[config.mk]
export PLATFORM = sky130hd
export DESIGN_NAME = kbc_host_if
export DESIGN_NICKNAME = d
export VERILOG_FILES = /design/src/hdl/kbc_host_if.v /design/src/hdl/kbc_port_pin.v
export VERILOG_INCLUDE_DIRS = /design/src /design/src/hdl
export SDC_FILE = /design/constraint.sdc
export NUM_CORES = 1
export LEC_CHECK = 0
export BUFFER_PORTS_ARGS = -buffer_cell sky130_fd_sc_hd__buf_2
export CAP_MARGIN = 20
export CORE_MARGIN = 2
export CORE_UTILIZATION = 50
export CTS_CLUSTER_SIZE = 16
export DETAILED_ROUTE_END_ITERATION = 12
export PLACE_DENSITY = 0.81
export SYNTH_ARGS = -nofsm -noshare
export SYNTH_HDL_FRONTEND = slang
export SYNTH_SLANG_ARGS = --single-unit
[constraint.sdc]
create_clock -name i_sys_clk -period 3.38 [get_ports i_sys_clk]
set_input_delay 0.676 -clock i_sys_clk [delete_from_list [all_inputs] [get_ports i_sys_clk]]
set_output_delay 0.676 -clock i_sys_clk [all_outputs]
set_load 0.03 [all_outputs]
[src/hdl/kbc_map.vh]
// kbc_map.vh : address map, status field positions, reset values, timing
// assumes: included by the host interface design files of the kbc block
`ifndef KBC_MAP_VH
`define KBC_MAP_VH

// host i/o addresses
`define KBC_ADDR_DATA       8'h60
`define KBC_ADDR_CMD        8'h64
`define KBC_ADDR_SEL_BIT    2

// status register fields
`define KBC_ST_OBF          0
`define KBC_ST_IBF          1
`define KBC_ST_CD           3
`define KBC_ST_RESET        8'h00
`define KBC_ST_USER_MASK    8'hf4

// drive-high time for push-pull port pins
`define KBC_PULL_NS         500
`define KBC_CLK_NS          5
`define KBC_PULL_CYC        ((`KBC_PULL_NS + `KBC_CLK_NS - 1) / `KBC_CLK_NS)
`define KBC_PULL_W          7

// core power states
`define KBC_PWR_RUN         3'b001
`define KBC_PWR_HALT        3'b010
`define KBC_PWR_STOP        3'b100

`endif

[src/hdl/kbc_host_if.v]
// kbc_host_if.v : host side of the embedded keyboard controller core
// assumes: host cycles decoded to one-cycle strobes on i_sys_clk; core
// strobes come from the embedded cpu on the same clock; pins are async
//
// Summary of operation
// RULE1 - host write to data address loads input data, clears cmd flag, sets ibf
// RULE2 - host write to command address loads input data, sets cmd flag and ibf
// RULE3 - host read of command address returns status, no side effects
// RULE4 - with flags enabled, host data read clears obf and keyboard irq
// RULE5 - core write of data bus buffer loads output data, sets obf
// RULE6 - every host write copies host address bit two into status bit 3; code copies it only on writes to 8'h60 and 8'h64
// RULE7 - flags enabled and port2 bit4 high: keyboard irq follows obf
// RULE8 - flags enabled and port2 bit4 low: keyboard irq held low
// RULE9 - flags disabled: keyboard irq follows port2 bit4 directly
// RULE10 - after reset the keyboard irq output is zero
// RULE11 - flags enabled and port2 bit5 high: aux irq is inverse of ibf
// RULE12 - flags disabled: aux irq follows port2 bit5 directly
// RULE13 - port2 bit1 serves as address line gate or user output
// RULE14 - push-pull port one drives high about six clocks then releases; code drives high for 100 clocks (500 ns at 5 ns)
// RULE15 - open-drain port pins drive low for zero, tri-state for one
// RULE16 - port pins cannot be made inputs or inverted
// RULE17 - keyboard and mouse lines are inverted port2 bits, read back on inputs
// RULE18 - halt stops alu clock until reset or host input write
// RULE19 - leaving powerdown by reset restarts at program address zero
// RULE20 - stop disables oscillator until reset or host input write
// RULE21 - core has only ibf and timer overflow interrupt sources
// RULE22 - status resets to zero, host read-only, core writes bits 7-4, 2
// RULE23 - core read of input buffer clears ibf and its interrupt
// RULE24 - flag handling enable stays set until next hardware reset
`timescale 1ns/100ps
`include "kbc_map.vh"

module kbc_host_if
(
   // clock and reset
   input  wire       i_sys_clk,
   input  wire       i_rst_b,
   // host port
   input  wire [7:0] i_host_addr,
   input  wire       i_host_wr,
   input  wire       i_host_rd,
   input  wire [7:0] i_host_wdata,
   output reg  [7:0] o_host_rdata,
   // embedded core side
   input  wire       i_core_obuf_wr,
   input  wire [7:0] i_core_obuf_data,
   input  wire       i_core_ibuf_rd,
   output reg  [7:0] o_core_ibuf_data,
   input  wire       i_core_status_wr,
   input  wire [7:0] i_core_status_data,
   output wire [7:0] o_core_status,
   input  wire       i_core_en_flags,
   input  wire       i_core_p2_wr,
   input  wire [7:0] i_core_p2_data,
   input  wire       i_core_od_sel,
   input  wire       i_core_halt,
   input  wire       i_core_stop,
   input  wire       i_timer_ovf,
   input  wire       i_ibf_int_en,
   input  wire       i_tmr_int_en,
   // core control
   output wire       o_ibf_int,
   output wire       o_tmr_int,
   output wire       o_alu_clk_en,
   output wire       o_osc_en,
   output wire       o_core_restart,
   output wire       o_halt_via_int,
   output wire [1:0] o_test_in,
   output wire [1:0] o_port1_in,
   // system outputs
   output reg        o_kbd_irq_out,
   output reg        o_aux_irq_out,
   output wire       o_addr_line_gate,
   // keyboard and mouse open-drain lines
   input  wire [3:0] i_kbm_line_in,
   output wire [3:0] o_kbm_line_out,
   output wire [3:0] o_kbm_line_oe_b,
   // port pins for port1 bits 7,6,2
   output wire [2:0] o_p1_pad_out,
   output wire [2:0] o_p1_pad_oe_b,
   input  wire [2:0] i_core_p1_val
);

   ////////////////////////////////////////////////////////////////////
   // state

   reg [7:0] status_q;
   reg [7:0] obuf_q;
   reg [7:0] p2_q;
   reg       en_flags_q;
   reg [2:0] pwr_q;
   reg [2:0] pwr_d;
   reg       restart_q;
   reg       halt_int_q;
   reg [3:0] line_s1_q;
   reg [3:0] line_s2_q;

   wire host_wr_data = i_host_wr && (i_host_addr == `KBC_ADDR_DATA);
   wire host_wr_cmd  = i_host_wr && (i_host_addr == `KBC_ADDR_CMD);
   wire host_wr_in   = host_wr_data || host_wr_cmd;
   wire host_rd_data = i_host_rd && (i_host_addr == `KBC_ADDR_DATA);
   wire host_rd_stat = i_host_rd && (i_host_addr == `KBC_ADDR_CMD);

   assign o_core_status = status_q;

   ////////////////////////////////////////////////////////////////////
   // status register and data buffers

   always @(posedge i_sys_clk)
   begin
      if (!i_rst_b)
      begin
         status_q         <= `KBC_ST_RESET; // see RULE22
         obuf_q           <= 8'h00;
         o_core_ibuf_data <= 8'h00;
         en_flags_q       <= 1'b0;
      end
      else
      begin
         if (i_core_en_flags)
            en_flags_q <= 1'b1; // see RULE24
         if (i_core_status_wr)
            status_q <= (status_q & ~`KBC_ST_USER_MASK)
                      | (i_core_status_data & `KBC_ST_USER_MASK); // see RULE22
         // core read first so a same-cycle host write still sets ibf
         if (i_core_ibuf_rd)
            status_q[`KBC_ST_IBF] <= 1'b0; // see RULE23
         if (host_wr_in)
         begin
            o_core_ibuf_data      <= i_host_wdata; // see RULE1
            status_q[`KBC_ST_IBF] <= 1'b1; // see RULE2
            status_q[`KBC_ST_CD]  <= i_host_addr[`KBC_ADDR_SEL_BIT]; // see RULE6
         end
         if (host_rd_data && en_flags_q)
            status_q[`KBC_ST_OBF] <= 1'b0; // see RULE4
         if (i_core_obuf_wr)
         begin
            obuf_q                <= i_core_obuf_data;
            status_q[`KBC_ST_OBF] <= 1'b1; // see RULE5
         end
      end
   end

   // host read data; status read has no side effects
   always @(posedge i_sys_clk)
   begin
      if (!i_rst_b)
         o_host_rdata <= 8'h00;
      else if (host_rd_stat)
         o_host_rdata <= status_q; // see RULE3
      else if (host_rd_data)
         o_host_rdata <= obuf_q;
   end

   ////////////////////////////////////////////////////////////////////
   // port 2 and interrupt pins

   always @(posedge i_sys_clk)
   begin
      if (!i_rst_b)
         p2_q <= 8'h00;
      else if (i_core_p2_wr)
         p2_q <= i_core_p2_data;
   end

   always @(posedge i_sys_clk)
   begin
      if (!i_rst_b)
      begin
         o_kbd_irq_out <= 1'b0; // see RULE10
         o_aux_irq_out <= 1'b0;
      end
      else if (en_flags_q)
      begin
         // irq takes flag value a cycle after it settles
         o_kbd_irq_out <= p2_q[4] & status_q[`KBC_ST_OBF]; // see RULE7 RULE8
         o_aux_irq_out <= p2_q[5] ? ~status_q[`KBC_ST_IBF]
                                  : p2_q[5]; // see RULE11
      end
      else
      begin
         o_kbd_irq_out <= p2_q[4]; // see RULE9
         o_aux_irq_out <= p2_q[5]; // see RULE12
      end
   end
   // with flags on and bit4 low the and above holds irq low, see RULE8
   // with flags on, aux irq with bit5 high is inverse ibf, see RULE11

   // only a plain output; no input or inversion option exists
   assign o_addr_line_gate = p2_q[1]; // see RULE13

   ////////////////////////////////////////////////////////////////////
   // keyboard / mouse lines: keyboard_clock_line, keyboard_data_line, mclk, mouse_data_line = ~p2 6,7,3,2

   wire [3:0] line_drv = ~{p2_q[2], p2_q[3], p2_q[7], p2_q[6]};
   genvar gi;
   generate
      for (gi = 0; gi < 4; gi = gi + 1)
      begin : g_line
         // open drain: enable low pulls the line low
         assign o_kbm_line_out[gi]  = 1'b0;
         assign o_kbm_line_oe_b[gi] = line_drv[gi]; // see RULE17
      end
   endgenerate

   always @(posedge i_sys_clk)
   begin
      if (!i_rst_b)
      begin
         line_s1_q <= 4'h0;
         line_s2_q <= 4'h0;
      end
      else
      begin
         line_s1_q <= i_kbm_line_in;
         line_s2_q <= line_s1_q;
      end
   end
   // read-back: core_test_in_zero=keyboard_clock_line, p10=keyboard_data_line, core_test_in_one=mclk, p11=mouse_data_line
   assign o_test_in  = {line_s2_q[2], line_s2_q[0]}; // see RULE17
   assign o_port1_in = {line_s2_q[3], line_s2_q[1]};

   ////////////////////////////////////////////////////////////////////
   // port1 output pins, fixed as outputs, never inverted

   generate
      for (gi = 0; gi < 3; gi = gi + 1)
      begin : g_p1
         kbc_port_pin u_pin
         (
            .i_sys_clk    (i_sys_clk),
            .i_rst_b      (i_rst_b),
            .i_val        (i_core_p1_val[gi]), // see RULE16
            .i_open_drain (i_core_od_sel),
            .o_pad_out    (o_p1_pad_out[gi]),
            .o_pad_oe_b   (o_p1_pad_oe_b[gi])
         );
      end
   endgenerate

   ////////////////////////////////////////////////////////////////////
   // core interrupts: only ibf and timer overflow

   assign o_ibf_int = i_ibf_int_en & status_q[`KBC_ST_IBF]; // see RULE21
   assign o_tmr_int = i_tmr_int_en & i_timer_ovf; // see RULE21

   ////////////////////////////////////////////////////////////////////
   // power states

   localparam [2:0] PWR_RUN  = `KBC_PWR_RUN;
   localparam [2:0] PWR_HALT = `KBC_PWR_HALT;
   localparam [2:0] PWR_STOP = `KBC_PWR_STOP;

   always @*
   begin
      pwr_d = pwr_q;
      case (pwr_q)
         PWR_RUN:
            if (i_core_stop)
               pwr_d = PWR_STOP; // see RULE20
            else if (i_core_halt)
               pwr_d = PWR_HALT; // see RULE18
         PWR_HALT:
            if (host_wr_in)
               pwr_d = PWR_RUN; // see RULE18
         PWR_STOP:
            if (host_wr_in)
               pwr_d = PWR_RUN; // see RULE20
         default:
            pwr_d = PWR_RUN;
      endcase
   end

   always @(posedge i_sys_clk)
   begin
      if (!i_rst_b)
      begin
         pwr_q      <= PWR_RUN;
         restart_q  <= 1'b1; // see RULE19
         halt_int_q <= 1'b0;
      end
      else
      begin
         pwr_q      <= pwr_d;
         restart_q  <= 1'b0;
         // resume via ibf call only if that interrupt is enabled
         halt_int_q <= (pwr_q != PWR_RUN) && host_wr_in
                       && i_ibf_int_en; // see RULE18
      end
   end

   // timer and interrupts keep running in halt; oscillator off in stop
   assign o_alu_clk_en   = (pwr_q == PWR_RUN);
   assign o_osc_en       = (pwr_q != PWR_STOP); // see RULE20
   assign o_core_restart = restart_q; // see RULE19
   assign o_halt_via_int = halt_int_q;

endmodule // kbc_host_if

[src/hdl/kbc_port_pin.v]
// kbc_port_pin.v : one port output pin, push-pull pulse or open drain
// assumes: external pull-up on the pad; i_val from logic on i_sys_clk
`timescale 1ns/100ps
`include "kbc_map.vh"

module kbc_port_pin
(
   // clock and reset
   input  wire i_sys_clk,
   input  wire i_rst_b,
   // control
   input  wire i_val,
   input  wire i_open_drain,
   // pad
   output reg  o_pad_out,
   output reg  o_pad_oe_b
);

   reg                    val_q;
   reg [`KBC_PULL_W-1:0]  cnt_q;
   reg [`KBC_PULL_W-1:0]  cnt_d;

   // count kept wide here and cut on purpose where it loads the counter
   localparam [31:0]      PULL_CYC_W = `KBC_PULL_CYC;

   always @*
   begin
      cnt_d = cnt_q;
      if (i_val && !val_q)
         cnt_d = PULL_CYC_W[`KBC_PULL_W-1:0];
      else if (!i_val)
         cnt_d = {`KBC_PULL_W{1'b0}};
      else if (cnt_q != {`KBC_PULL_W{1'b0}})
         cnt_d = cnt_q - 1'b1;
   end

   always @(posedge i_sys_clk)
   begin
      if (!i_rst_b)
      begin
         val_q      <= 1'b0;
         cnt_q      <= {`KBC_PULL_W{1'b0}};
         o_pad_out  <= 1'b0;
         o_pad_oe_b <= 1'b0;
      end
      else
      begin
         val_q <= i_val;
         cnt_q <= cnt_d;
         if (!i_val)
         begin
            o_pad_out  <= 1'b0;
            o_pad_oe_b <= 1'b0;
         end
         else if (i_open_drain)
         begin
            // no active high drive so the pin can be shared
            o_pad_out  <= 1'b0;
            o_pad_oe_b <= 1'b1; // see RULE15
         end
         else
         begin
            // brief push then let the pull-up hold the level
            o_pad_out  <= 1'b1;
            o_pad_oe_b <= (cnt_d == {`KBC_PULL_W{1'b0}}); // see RULE14
         end
      end
   end

endmodule // kbc_port_pin
==> impl_metrics.prom <==
# TYPE chip_impl_metric gauge
chip_impl_info{name="mostFrequentLayoutCell",value="sky130_fd_sc_hd__buf_2"} 1
chip_impl_info{name="rsz0062_at_grt",value="no"} 1
chip_impl_metric{name="route.vias.total",unit=""} 2918
chip_impl_metric{name="gr-usage-met1",unit="%"} 23.7
chip_impl_info{name="post_synth_main_area_contributors",value="sky130_fd_sc_hd__dfxtp_1 (49%), sky130_fd_sc_hd__mux2i_1 (6.0%), sky130_fd_sc_hd__nor2_1 (4.4%)"} 1
chip_impl_metric{name="max_cap_viols",unit=""} 0
chip_impl_info{name="mostFrequentLayoutCells",value="sky130_fd_sc_hd__buf_2 (104), sky130_fd_sc_hd__dfxtp_1 (85), sky130_fd_sc_hd__nor2_1 (41)"} 1
chip_impl_metric{name="pin_count",unit=""} 113
chip_impl_metric{name="final_hold_violations",unit=""} 0
chip_impl_metric{name="fillerInstances",unit=""} 583
chip_impl_metric{name="wl_per_cell",unit="um"} 13.2
chip_impl_metric{name="grt.total_usage",unit="%"} 19.9
chip_impl_metric{name="timing_worst_slew_pin_value",unit="ns"} 0.538
chip_impl_metric{name="finalMaxSlewViolations",unit=""} 0
chip_impl_metric{name="drtAntennaViolNets",unit=""} 0
chip_impl_metric{name="detailedPlacementHpwl",unit="um"} 5310
chip_impl_metric{name="clock_latency",unit="ns"} 0.35
chip_impl_metric{name="wirelength",unit="um"} 7390
chip_impl_metric{name="yosys.cell_types.count",unit=""} 51
chip_impl_metric{name="number_of_instances_in_the_synthesized_netlist",unit=""} 383
chip_impl_metric{name="first_global_vias",unit=""} 2701
chip_impl_metric{name="path_max_fanout",unit=""} 5
chip_impl_metric{name="cts_resized",unit=""} 0
chip_impl_metric{name="grt_max_degree",unit=""} 42
chip_impl_metric{name="cts_inserted_buffers",unit=""} 9
chip_impl_info{name="critical_path.reg2reg.startpoint",value="g_p1[0].u_pin.cnt_q[0]$_SDFF_PN0_"} 1
chip_impl_metric{name="dieArea",unit="sq um"} 7630
chip_impl_metric{name="number_of_buffers_on_the_longest_clock_path",unit=""} 2
chip_impl_info{name="source_of_the_critical_timing_path",value="pwr_q[0]$_SDFFE_PN1P_"} 1
chip_impl_metric{name="antennaDiodeCount",unit=""} 0
chip_impl_info{name="synth_ff_type",value="sky130_fd_sc_hd__dfxtp_1"} 1
chip_impl_metric{name="core-area",unit="sq um"} 6760
chip_impl_metric{name="grtUsageMet2",unit="%"} 32.6
chip_impl_metric{name="layout-drive-gt1-share",unit="%"} 26.2
chip_impl_metric{name="fmax",unit="GHz"} 0.473
chip_impl_metric{name="min_period_over_period",unit="%"} 62.5
chip_impl_metric{name="grt_pass1_wl",unit="um"} 12000
chip_impl_metric{name="fp.dieH",unit="um"} 87.4
chip_impl_metric{name="maxSlewHeadroom",unit="%"} 63.9
chip_impl_info{name="end_kind",value="output pin"} 1
chip_impl_metric{name="drt_first_pass_iters",unit=""} 4
chip_impl_metric{name="globalRouteOverflowTotal",unit=""} 0
chip_impl_metric{name="post_route_hold_slack",unit="ns"} 0.438
chip_impl_metric{name="cts.sinks",unit=""} 85
chip_impl_metric{name="vias_per_cell",unit=""} 5.20
chip_impl_metric{name="setup_viol",unit=""} 0
chip_impl_info{name="clock-root-buffer",value="sky130_fd_sc_hd__clkbuf_8"} 1
chip_impl_metric{name="area_growth_syn_to_layout",unit="%"} 20.6
chip_impl_metric{name="cellPowerDensity",unit="nW/um^2"} 496
chip_impl_metric{name="worst-r2r-setup-slack",unit="ns"} 1.48
chip_impl_info{name="hold_crit_class",value="flop to flop"} 1
chip_impl_metric{name="drt_drc_violations_left",unit=""} 0
chip_impl_metric{name="synth_top_area_share",unit="%"} 49.0
chip_impl_metric{name="drt_first_iter_violations",unit=""} 80
chip_impl_metric{name="finalCriticalPeriod",unit="ns"} 2.11
chip_impl_info{name="grt_busiest_layer",value="met2"} 1
chip_impl_metric{name="nNetsFinal",unit=""} 544
chip_impl_metric{name="start_util",unit="%"} 51.4
chip_impl_metric{name="ys_ff_latch",unit=""} 85
chip_impl_metric{name="floorplan.die.width",unit="um"} 87.4
chip_impl_metric{name="synth-edff-count",unit=""} 0
chip_impl_info{name="critPathLaunchType",value="flop"} 1
chip_impl_metric{name="cell_area_after_synthesis",unit="sq um"} 3480
chip_impl_metric{name="ir_worst_vdd",unit="uV"} 356
chip_impl_metric{name="leakage_power_summed_over_all_cells",unit="nW"} 1.91
chip_impl_metric{name="avgSynthCellArea",unit="sq um"} 9.08
chip_impl_info{name="reg2reg_to",value="g_p1[0].u_pin.o_pad_oe_b$_SDFF_PN0_"} 1
chip_impl_metric{name="yosys_warnings",unit=""} 0
chip_impl_metric{name="asyncSetResetFlopFracSynth",unit="%"} 0
chip_impl_metric{name="critPathArrivalTime",unit="ns"} 1.44
chip_impl_metric{name="share_of_synthesized_area_occupied_by_flip_flops_and_latches",unit="%"} 49.0
chip_impl_info{name="outcome",value="completed"} 1
chip_impl_metric{name="clock_skew",unit="ns"} 0.0136
chip_impl_metric{name="clk_pin_slew_worst_paths",unit="ns"} 0.08
chip_impl_info{name="crit_end",value="o_alu_clk_en"} 1
chip_impl_info{name="tritoncts",value="yes"} 1
chip_impl_metric{name="holdBufCountCts",unit=""} 0
chip_impl_metric{name="placement.io_buffers",unit=""} 104
chip_impl_metric{name="rows",unit=""} 30
chip_impl_info{name="path_class",value="flop to output pin"} 1
chip_impl_metric{name="initial_antenna_violation_count",unit=""} 0
chip_impl_info{name="synthDominantAreaCellType",value="sky130_fd_sc_hd__dfxtp_1"} 1
chip_impl_metric{name="timing.reg2reg.worst_path_depth",unit=""} 7
chip_impl_metric{name="totalNegativeSetupSlack",unit="ns"} 0
chip_impl_metric{name="cts_htree_levels",unit=""} 3
chip_impl_metric{name="worstPathRequired",unit="ns"} 2.70
chip_impl_metric{name="gp_routability_congestion",unit=""} 0.906
chip_impl_metric{name="post-cts-setup-buffer-count",unit=""} 0
chip_impl_metric{name="met3_usage_in_global_routing",unit="%"} 7.96
[metrics by stage]
stage / power, mW / setup WS [ns] / area [sq um] / cells / util, %
after floorplan: 1.29 / 1.47 / 3490 / 386 / -
after global placement: 1.36 / 1.07 / 3980 / 545 / 58.9
after detailed placement: 1.36 / 0.970 / 3980 / 545 / 58.9
after CTS: 2.10 / 1.27 / 4190 / 561 / 62.0
after global routing: 2.17 / 1.17 / 4190 / 561 / 62.0
final: 2.08 / 1.27 / 4190 / 561 / 62.0
[power by group]
part	internal, mW	leakage, nW	total [mW]	switching, mW
Sequential	1.04	0.697	1.07	0.0306
Combinational	0.111	1.11	0.270	0.159
Clock	0.386	0.107	0.736	0.350
Total	1.54	1.91	2.08	0.539
[state kept, by name, summed over array words and instances (netlist names)]
register,count
o_core_status,8
g_p1.u_pin.o_pad_out,3
p2_q,7
en_flags_q,1
pwr_q,3
g_p1.u_pin.o_pad_oe_b,3
o_host_rdata,8
o_halt_via_int,1
obuf_q,8
g_p1.u_pin.cnt_q,21
g_p1.u_pin.val_q,3
o_core_restart,1
line_s2_q,4
o_aux_irq_out,1
o_core_ibuf_data,8
o_kbd_irq_out,1
line_s1_q,4
[cell usage after synthesis, drive strengths merged (2+ instances only)]
cell and number:
nand2b 5, o21ai 7, nand2 39, inv 17, nor4 4, buf 12
o221ai 8, or4 3, or3 3, and2 17, nand3b 4, ha 6
mux2i 21, nor3 12, nor2b 3, o21a 2, xor2 4, clkbuf 14
nor3b 2, dfxtp 85, xnor2 10, a21oi 27, o41ai 2, nor2 41
a211oi 7, nand3 9
[worst max-delay path: stages (launching register included)]
cell and delay [ns]:
sky130_fd_sc_hd__dfxtp_1 0.39, sky130_fd_sc_hd__nor3b_1 0.41, sky130_fd_sc_hd__buf_2 0.28
[worst min-delay path by stage]
stage                                to  cells after the start               startpoint  slack, ns
4_1_cts        o_aux_irq_out$_SDFF_PN0_                      2     p2_q[5]$_SDFFE_PN0P_       0.44
5_1_grt        o_aux_irq_out$_SDFF_PN0_                      2     p2_q[5]$_SDFFE_PN0P_       0.47
3_3_place_gp    line_s2_q[2]$_SDFF_PN0_                      1  line_s1_q[2]$_SDFF_PN0_       0.42
3_5_place_dp   o_aux_irq_out$_SDFF_PN0_                      2     p2_q[5]$_SDFFE_PN0P_       0.43
6_report       o_aux_irq_out$_SDFF_PN0_                      2     p2_q[5]$_SDFFE_PN0P_       0.44
2_1_floorplan  o_aux_irq_out$_SDFF_PN0_                      2     p2_q[5]$_SDFFE_PN0P_       0.41
[cell families after synthesis]
group           count (synthesis)  synth area share, %
compound gates                 63                 11.8
fa+ha+maj                       6                 2.16
simple gates                  148                 21.2
other cells                     1                0.108
xor+xnor                       14                 3.53
buf+inv                        44                 5.87
flops                          85                 49.0
mux                            22                 6.37
[routing by layer]
layer / routed length (um) / up-vias
li1: - / 1486
met1: 3300 / 1319
met2: 3410 / 101
met3: 547 / 12
met4: 131 / 0
met5: 0 / -
[final cells by class]
cell class	instances	area, sq um	share of cell area (%)
Sequential cell	85	1700	40.6
Inverter	18	67.6	1.61
Clock buffer	12	155	3.70
Timing Repair Buffer	105	528	12.6
Tap cell	80	100	2.39
Multi-Input combinational cell	257	1580	37.7
Clock inverter	4	56.3	1.34
(Power assumes the default switching activity.)
